<file path="src/rtl/maae_pkg.sv">
/*
  constants, state type and timing figures for the monitor average and
  alert engine.
  assumes one 25 MHz clock and a byte-addressed 16-bit register port.
*/
// Contract
// - current from shunt times calibration, zero uncalibrated
// - power from last current and bus
// - per-sample results go to accumulator first
// - load four averages together when count completes
// - arithmetic never lengthens the conversion cycle
// - separate shunt and bus conversion times
// - single alert threshold register at 07h
// - exactly five selectable alert functions
// - open-drain alert asserted on threshold crossing
// - highest set select bit wins
// - conversion ready may also drive alert
// - ready signalling off means limit-only alert
// - shunt over-limit checked every shunt conversion
// - limit flag bit 4 set on violation
// - alert polarity follows bit 1
// - latch holds until config write or select read
// - bus limits checked every bus conversion
// - power limit checked after each bus conversion
// - compare raw samples, not averaged outputs
// - ready flag sets at end, clears on start write/select read
// - mode 111 continuous, 001-011 single shot

package maae_pkg;

  localparam logic [7:0] ADDR_CONFIG = 8'h00;
  localparam logic [7:0] ADDR_SHUNT = 8'h01;
  localparam logic [7:0] ADDR_BUS = 8'h02;
  localparam logic [7:0] ADDR_POWER = 8'h03;
  localparam logic [7:0] ADDR_CURRENT = 8'h04;
  localparam logic [7:0] ADDR_CAL = 8'h05;
  localparam logic [7:0] ADDR_SELECT = 8'h06;
  localparam logic [7:0] ADDR_LIMIT = 8'h07;

  localparam logic [15:0] CONFIG_RESET = 16'h4127;
  localparam logic [15:0] CAL_RESET = 16'h0000;
  localparam logic [15:0] LIMIT_RESET = 16'h0000;

  localparam int CFG_AVG_LSB = 9;
  localparam int CFG_BUSCT_LSB = 6;
  localparam int CFG_SHCT_LSB = 3;
  localparam int CFG_MODE_LSB = 0;

  localparam int SEL_LSB = 11;
  localparam int READY_EN_BIT = 10;
  localparam int LIMIT_FLAG_BIT = 4;
  localparam int DONE_FLAG_BIT = 3;
  localparam int LEVEL_BIT = 1;
  localparam int LATCH_BIT = 0;

  localparam int CLK_MHZ = 25;
  localparam int CT_US [8] = '{140, 204, 332, 588, 1100, 2116, 4156, 8244};
  localparam int AVG_SHIFT [8] = '{0, 2, 4, 6, 7, 8, 9, 10};
  localparam int CURRENT_SHIFT = 11;
  localparam int POWER_DIV = 20000;

  typedef enum logic [1:0] {
    MAAE_IDLE,
    MAAE_SHUNT,
    MAAE_BUS,
    MAAE_FIN
  } maae_state_e;

endpackage

</file>
<file path="src/rtl/maae_calc.sv">
/*
  current and power arithmetic, one registered step per conversion.
  assumes go strobes are single-cycle and inputs valid with them.
*/
`timescale 1ns/1ps
`default_nettype none

module maae_calc
  import maae_pkg::*;
(
  input wire logic clk_i,
  input wire logic rst_n_i,
  input wire logic [15:0] cal_i,
  input wire logic [15:0] shunt_i,
  input wire logic shunt_go_i,
  input wire logic [15:0] bus_i,
  input wire logic bus_go_i,
  output logic [15:0] current_o,
  output logic [15:0] power_o,
  output logic power_valid_o
);

  logic signed [32:0] prod_c;
  logic [15:0] mag;
  logic [31:0] prod_p;

  assign prod_c = $signed(shunt_i) * $signed({2'b00, cal_i[14:0]});
  assign mag = current_o[15] ? 16'(-current_o) : current_o;
  assign prod_p = 32'(mag) * 32'(bus_i);

  always_ff @(posedge clk_i) begin
    if (!rst_n_i) begin
      current_o <= 16'h0000;
    end else if (shunt_go_i) begin
      current_o <= 16'(prod_c >>> CURRENT_SHIFT);
    end
  end

  always_ff @(posedge clk_i) begin
    if (!rst_n_i) begin
      power_o <= 16'h0000;
      power_valid_o <= 1'b0;
    end else begin
      power_valid_o <= bus_go_i;
      if (bus_go_i) begin
        power_o <= 16'(prod_p / 32'(POWER_DIV));
      end
    end
  end

endmodule

`default_nettype wire

</file>
<file path="src/rtl/maae_engine.sv">
/*
  conversion sequencer, averaging, output registers and alert logic.
  assumes the adc codes are valid at the end of each conversion slot and
  that the register port gives one-cycle read and write strobes.
*/
`timescale 1ns/1ps
`default_nettype none

module maae_engine
  import maae_pkg::*;
#(
  parameter int CONV_CYC [8] = '{CT_US[0] * CLK_MHZ, CT_US[1] * CLK_MHZ,
    CT_US[2] * CLK_MHZ, CT_US[3] * CLK_MHZ, CT_US[4] * CLK_MHZ,
    CT_US[5] * CLK_MHZ, CT_US[6] * CLK_MHZ, CT_US[7] * CLK_MHZ}
)
(
  input wire logic clk_i,
  input wire logic rst_n_i,
  input wire logic [7:0] reg_addr_i,
  input wire logic reg_wr_i,
  input wire logic reg_rd_i,
  input wire logic [15:0] reg_wdata_i,
  output logic [15:0] reg_rdata_o,
  input wire logic [15:0] shunt_adc_i,
  input wire logic [15:0] bus_adc_i,
  output logic shunt_busy_o,
  output logic bus_busy_o,
  output logic alert_o,
  output logic alert_oe_o
);

  maae_state_e state, first;
  logic [15:0] cfg, cal, limit, shunt_raw, bus_raw;
  logic [15:0] shunt_out, bus_out, cur_out, pwr_out;
  logic [15:0] calc_current, calc_power;
  logic [4:0] sel;
  logic [2:0] mode;
  logic [3:0] avg_shift;
  logic [10:0] avg_cnt;
  logic [17:0] timer, sh_cyc, bus_cyc;
  logic ready_to_alert_enable, alert_active_level, latch_en;
  logic limit_exceeded_flag, conversion_done_flag, power_valid;
  logic wr_cfg, rd_sel, start, cont, avg_last, shunt_done, bus_done;
  logic cmp_evt, cmp_hit, asserted;
  logic signed [26:0] acc_sh, acc_cur, sum_sh, sum_cur;
  logic [26:0] acc_bus, acc_pwr, sum_bus, sum_pwr;

  assign wr_cfg = reg_wr_i && (reg_addr_i == ADDR_CONFIG);
  assign rd_sel = reg_rd_i && (reg_addr_i == ADDR_SELECT);
  assign start = wr_cfg && (|reg_wdata_i[CFG_MODE_LSB +: 2]);
  assign mode = cfg[CFG_MODE_LSB +: 3];
  assign cont = mode[2];
  assign first = mode[0] ? MAAE_SHUNT : MAAE_BUS;
  assign sh_cyc = 18'(CONV_CYC[cfg[CFG_SHCT_LSB +: 3]]);
  assign bus_cyc = 18'(CONV_CYC[cfg[CFG_BUSCT_LSB +: 3]]);
  assign avg_shift = 4'(AVG_SHIFT[cfg[CFG_AVG_LSB +: 3]]);
  assign avg_last = avg_cnt == 11'((32'd1 << avg_shift) - 32'd1);
  assign shunt_done = (state == MAAE_SHUNT) && (timer == sh_cyc - 18'd1);
  assign bus_done = (state == MAAE_BUS) && (timer == bus_cyc - 18'd1);

  // register writes
  always_ff @(posedge clk_i) begin
    if (!rst_n_i) begin
      cfg <= CONFIG_RESET;
      cal <= CAL_RESET;
      limit <= LIMIT_RESET;
      sel <= 5'h00;
      ready_to_alert_enable <= 1'b0;
      alert_active_level <= 1'b0;
      latch_en <= 1'b0;
    end else if (reg_wr_i) begin
      unique case (reg_addr_i)
        ADDR_CONFIG: cfg <= reg_wdata_i;
        ADDR_CAL: cal <= reg_wdata_i;
        ADDR_LIMIT: limit <= reg_wdata_i;
        ADDR_SELECT: begin
          sel <= reg_wdata_i[SEL_LSB +: 5];
          ready_to_alert_enable <= reg_wdata_i[READY_EN_BIT];
          alert_active_level <= reg_wdata_i[LEVEL_BIT];
          latch_en <= reg_wdata_i[LATCH_BIT];
        end
        default: ;
      endcase
    end
  end

  always_ff @(posedge clk_i) begin
    if (!rst_n_i) begin
      state <= MAAE_IDLE;
      timer <= 18'h0_0000;
    end else if (wr_cfg) begin
      timer <= 18'h0_0000;
      if (start) begin
        state <= reg_wdata_i[CFG_MODE_LSB] ? MAAE_SHUNT : MAAE_BUS;
      end else begin
        state <= MAAE_IDLE;
      end
    end else begin
      unique case (state)
        MAAE_IDLE: timer <= 18'h0_0000;
        MAAE_SHUNT: begin
          if (shunt_done) begin
            timer <= 18'h0_0000;
            state <= mode[1] ? MAAE_BUS : MAAE_FIN;
          end else begin
            timer <= timer + 18'd1;
          end
        end
        MAAE_BUS: begin
          if (bus_done) begin
            timer <= 18'h0_0000;
            state <= MAAE_FIN;
          end else begin
            timer <= timer + 18'd1;
          end
        end
        MAAE_FIN: begin
          if (avg_last && !cont) begin
            state <= MAAE_IDLE;
          end else begin
            state <= first;
          end
        end
      endcase
    end
  end

  always_ff @(posedge clk_i) begin
    if (!rst_n_i) begin
      shunt_busy_o <= 1'b0;
      bus_busy_o <= 1'b0;
    end else begin
      shunt_busy_o <= state == MAAE_SHUNT;
      bus_busy_o <= state == MAAE_BUS;
    end
  end

  always_ff @(posedge clk_i) begin
    if (!rst_n_i) begin
      shunt_raw <= 16'h0000;
      bus_raw <= 16'h0000;
    end else begin
      if (shunt_done) begin
        shunt_raw <= shunt_adc_i;
      end
      if (bus_done) begin
        bus_raw <= bus_adc_i;
      end
    end
  end

  maae_calc u_calc (
    .clk_i(clk_i),
    .rst_n_i(rst_n_i),
    .cal_i(cal),
    .shunt_i(shunt_adc_i),
    .shunt_go_i(shunt_done),
    .bus_i(bus_adc_i),
    .bus_go_i(bus_done),
    .current_o(calc_current),
    .power_o(calc_power),
    .power_valid_o(power_valid)
  );

  assign sum_sh = (avg_cnt == 11'd0 ? 27'sd0 : acc_sh)
    + 27'(signed'(shunt_raw));
  assign sum_cur = (avg_cnt == 11'd0 ? 27'sd0 : acc_cur)
    + 27'(signed'(calc_current));
  assign sum_bus = (avg_cnt == 11'd0 ? 27'd0 : acc_bus) + 27'(bus_raw);
  assign sum_pwr = (avg_cnt == 11'd0 ? 27'd0 : acc_pwr) + 27'(calc_power);

  always_ff @(posedge clk_i) begin
    if (!rst_n_i) begin
      acc_sh <= 27'sd0;
      acc_cur <= 27'sd0;
      acc_bus <= 27'd0;
      acc_pwr <= 27'd0;
      avg_cnt <= 11'd0;
    end else begin
      if (state == MAAE_FIN) begin
        acc_sh <= sum_sh;
        acc_cur <= sum_cur;
        acc_bus <= sum_bus;
        acc_pwr <= sum_pwr;
      end
      if (start) begin
        avg_cnt <= 11'd0;
      end else if (state == MAAE_FIN) begin
        avg_cnt <= avg_last ? 11'd0 : avg_cnt + 11'd1;
      end
    end
  end

  always_ff @(posedge clk_i) begin
    if (!rst_n_i) begin
      shunt_out <= 16'h0000;
      bus_out <= 16'h0000;
      cur_out <= 16'h0000;
      pwr_out <= 16'h0000;
    end else if ((state == MAAE_FIN) && avg_last) begin
      shunt_out <= 16'(sum_sh >>> avg_shift);
      cur_out <= 16'(sum_cur >>> avg_shift);
      bus_out <= 16'(sum_bus >> avg_shift);
      pwr_out <= 16'(sum_pwr >> avg_shift);
    end
  end

  always_comb begin
    cmp_evt = 1'b0;
    cmp_hit = 1'b0;
    if (sel[4]) begin
      cmp_evt = shunt_done;
      cmp_hit = $signed(shunt_adc_i) > $signed(limit);
    end else if (sel[3]) begin
      cmp_evt = shunt_done;
      cmp_hit = $signed(shunt_adc_i) < $signed(limit);
    end else if (sel[2]) begin
      cmp_evt = bus_done;
      cmp_hit = bus_adc_i > limit;
    end else if (sel[1]) begin
      cmp_evt = bus_done;
      cmp_hit = bus_adc_i < limit;
    end else if (sel[0]) begin
      cmp_evt = power_valid;
      cmp_hit = calc_power > limit;
    end
  end

  always_ff @(posedge clk_i) begin
    if (!rst_n_i) begin
      limit_exceeded_flag <= 1'b0;
    end else if (cmp_evt && cmp_hit) begin
      limit_exceeded_flag <= 1'b1;
    end else if (latch_en ? (wr_cfg || rd_sel) : cmp_evt) begin
      limit_exceeded_flag <= 1'b0;
    end
  end

  always_ff @(posedge clk_i) begin
    if (!rst_n_i) begin
      conversion_done_flag <= 1'b0;
    end else if ((state == MAAE_FIN) && avg_last) begin
      conversion_done_flag <= 1'b1;
    end else if (start || rd_sel) begin
      conversion_done_flag <= 1'b0;
    end
  end

  assign asserted = limit_exceeded_flag
    || (ready_to_alert_enable && conversion_done_flag);

  always_ff @(posedge clk_i) begin
    if (!rst_n_i) begin
      alert_o <= 1'b0;
      alert_oe_o <= 1'b0;
    end else begin
      alert_o <= 1'b0;
      alert_oe_o <= alert_active_level ? !asserted : asserted;
    end
  end

  always_ff @(posedge clk_i) begin
    if (!rst_n_i) begin
      reg_rdata_o <= 16'h0000;
    end else if (reg_rd_i) begin
      unique case (reg_addr_i)
        ADDR_CONFIG: reg_rdata_o <= cfg;
        ADDR_SHUNT: reg_rdata_o <= shunt_out;
        ADDR_BUS: reg_rdata_o <= bus_out;
        ADDR_POWER: reg_rdata_o <= pwr_out;
        ADDR_CURRENT: reg_rdata_o <= cur_out;
        ADDR_CAL: reg_rdata_o <= cal;
        ADDR_SELECT: reg_rdata_o <= {sel, ready_to_alert_enable, 5'h00,
          limit_exceeded_flag, conversion_done_flag, 1'b0,
          alert_active_level, latch_en};
        ADDR_LIMIT: reg_rdata_o <= limit;
        default: reg_rdata_o <= 16'h0000;
      endcase
    end
  end
endmodule

`default_nettype wire

</file>
<file path="config.mk">
export PLATFORM = sky130hd
export DESIGN_NAME = maae_engine
export DESIGN_NICKNAME = d
export VERILOG_FILES = /design/src/rtl/maae_pkg.sv /design/src/rtl/maae_calc.sv /design/src/rtl/maae_engine.sv
export SDC_FILE = /design/constraint.sdc
export NUM_CORES = 2
export LEC_CHECK = 0
export BUFFER_PORTS_ARGS = -buffer_cell sky130_fd_sc_hd__buf_2
export CORE_MARGIN = 2
export CORE_UTILIZATION = 45
export DETAILED_ROUTE_END_ITERATION = 12
export MAX_ROUTING_LAYER = met4
export SYNTH_ARGS = -nofsm -noshare
export SYNTH_HDL_FRONTEND = slang
export SYNTH_HIERARCHICAL = 1
export SYNTH_SLANG_ARGS = --single-unit
</file>
<file path="constraint.sdc">
create_clock -name clk_i -period 24.5 [get_ports clk_i]
set_input_delay 0 -clock clk_i [delete_from_list [all_inputs] [get_ports clk_i]]
set_output_delay 0 -clock clk_i [all_outputs]
set_load 0.02 [all_outputs]
</file>
==> out/qor.txt <==
Mapped Cells - 6354
Layout cell share with drive strength beyond 1 - 9.93%
DRC violations left - 0
Maximum vdd drop - 0.0000477 V
Yosys top cell area share - 16.2%
PD cells - 24.6 mW/mm2
CP max stage delay - 0.60 ns
Antenna Nets Post-Route - 0
HPWL Detailed - 126 mm
Leakage - 23.3 nW
CTS Sinks - 345
Clock transition at path regs - 0.06 ns
Die Area - 0.114 mm2
Vias in the first global route - 45673
Area grow syn2layout - 9.85%
Die height - 338 um
Initial antenna violation count - 1
Top_reg_cell synth - dfxtp_1
Final-report hold violation count - 0
WS Path Type - reg2reg
Slowest-stage cell, CP - or4_1
Yosys synthesis warning count - 6
Sequential fraction of the synthesis area - 13.8%
Commonest cells post-synth - 736 x nand2_1, 549 x inv_1, 496 x nor2_1
Global-route wire length before repair - 264 mm
First drt pass iteration count - 6
CTS tree - yes
WP data required - 25.04 ns
Area leader, netlist - fa_1
Most used cell, CP - fa_1
Status - finished clean
Nets - 7116
Largest net degree at the start of global routing - 136
Skew-Pair Late Insertion Delay - 0.62 ns
Syn nets - 7148
Crit path DAT - 24.05 ns
Final WL - 169 mm
Die boundary width - 338 um
EDFF count, synth - 0
Setup TNS - 0 ns
Final Util - 49.8%
GP Congestion - 0.965
Clock Path Buffers - 3
Slew headroom - 22.9%
Final setup fails - 0
CTS H-tree depth - 2
Crit end category - register
GR Util All Layers - 30.0%
Most frequent cell after synthesis - nand2_1
Syn Area/Cell - 7.89 um2
I/O Buffers - 78
Synth async-reset ratio - 0%
Seq cells post-synth - 345
MaxCap Viol Count - 0
Initial Utilization - 45.3%
Row cnt - 122
Root Driver - clkbuf_16
Post-Place Worst Slack - -0.393 ns
Ports - 80
CTS buffer count - 42
Syn Std Cell Area - 0.0501 mm2
Via density - 6.04
First-iteration detailed-routing DRC count - 3836
Fin worst setup slack - 0.984 ns
Final Cycle Share - 96.0%
Worst hold path type - in2reg
Slew Limit Fails - 0
Worst-Margin Slew - 1.15 ns
Yosys cell types - 147
Crit path max fanout - 12
DR vias - 47359
GRT overflow - 0
DR WL/cell - 21.5 um
F_max - 0.0425 GHz
Minimum clock period - 23.52 ns
Core area - 0.111 mm2
Worst Skew - 0.0479 ns
Top cells by area, synth - fa_1 16%, dfxtp_1 14%, ha_1 8.2%, nand2_1 5.5%, and2_1 4.7%
Element type at the critical path start - register
==> worst paths after layout <==
path              slack, ns  depth (start not counted)                              from                        endpoint
hold reg to reg        0.45                          2         shunt_out[2]$_SDFFE_PN0P_       shunt_out[2]$_SDFFE_PN0P_
setup reg to reg       0.98                         84  u_calc/current_o[7]$_SDFFE_PN0P_  u_calc/power_o[0]$_SDFFE_PN0P_
setup / recovery       0.98                         84  u_calc/current_o[7]$_SDFFE_PN0P_  u_calc/power_o[0]$_SDFFE_PN0P_
hold / removal         0.03                          5                      bus_adc_i[0]         bus_raw[0]$_SDFFE_PN0P_
==> through the flow <==
step	power [W]	hold WS (ns)	std cells	instance area, um2
global route	0.00139	0.0691	7841	55100
detailed placement	0.000705	0.280	7679	51900
global placement	0.000704	0.280	7679	51900
finish	0.00135	0.0254	7842	55100
CTS	0.00136	0.0158	7806	53900
floorplan	0.000656	0.112	6354	50100
==> cell families after synthesis <==
| logic type | synth area share (%) |
|---|---|
| AND/OR/NAND/NOR | 21.6 |
| AO/OA/AOI/OAI | 21.9 |
| buffers and inverters | 7.09 |
| adder cells (fa/ha/maj) | 24.6 |
| flip-flops | 13.8 |
| XOR/XNOR | 5.07 |
| multiplexers | 5.86 |
| other | 0.0150 |
==> power by group <==
group          leakage [nW]  total, W  internal (W)  switching (W)
combinational          19.8  0.000126     0.0000362      0.0000899
sequential             2.78  0.000575      0.000569     0.00000650
clock                 0.695  0.000654      0.000371       0.000282
total                  23.3   0.00135      0.000976       0.000379
==> layer usage <==
metal	GRT usage, %	up-vias	share of wire, %
met2	48.8	1663	47
met3	3.32	325	6.0
met4	10.5	0	4.0
met1	38.6	23273	43
li1	-	22098	-
met5	-	-	0
==> cell type report <==
cell class	count	area (um2)
sequential	345	6910
clock buffer	59	1210
multi-input combinational	5109	40700
antenna	1	2.50
fill	10797	55600
tap	1488	1860
inverter	552	2080
clock inverter	16	208
timing repair buffer	272	2100
==> placed cells by master (no fill, tap or decap), types with 38 or more instances in the layout <==
cell type	instances
dlygate4sd3_1	51
clkbuf_16	42
and2_1	378
inv_1	549
fa_1	405
buf_2	78
xor2_1	80
nor3_1	108
dfxtp_1	345
a31oi_1	63
a21oi_1	381
a211oi_1	76
nor2_1	491
o21ai_1	45
xnor2_1	179
o21ai_0	226
a22oi_1	68
nand2_1	733
buf_4	133
ha_1	325
nand2b_1	52
mux2i_1	214
nand4_1	52
o211ai_1	67
and3_1	51
nand3_1	130
o21a_1	38
a21o_1	77
==> critical path, delay by kind of cell (launching register included) <==
kind,cells,cell delay [ns]
xor+xnor,7,1.21
compound gates,42,10.65
buf+inv,7,1.04
flops,1,0.37
fa+ha+maj,8,3.61
simple gates,15,4.81
mux,5,1.71
==> what timing repair did <==
action | CTS | global route
hold buffers | 51 | 0
gates cloned | 0 | 1
buffers inserted | 1 | 34
hold endpoints to repair | 97 | 0
pin swaps | 1 | 22
setup endpoints to repair | 2 | 3
resized for setup | 9 | 156
==> sequential cells by signal, summed over array words and instances, names as in the netlist, 16 cells and up <==
signal,flops
acc_bus,27
acc_cur,27
acc_pwr,27
acc_sh,27
bus_out,16
bus_raw,16
cal,16
cfg,16
cur_out,16
limit,16
pwr_out,16
reg_rdata_o,16
shunt_out,16
shunt_raw,16
timer,18
u_calc/current_o,16
u_calc/power_o,16
No activity file was read; power rests on OpenSTA's default activity.
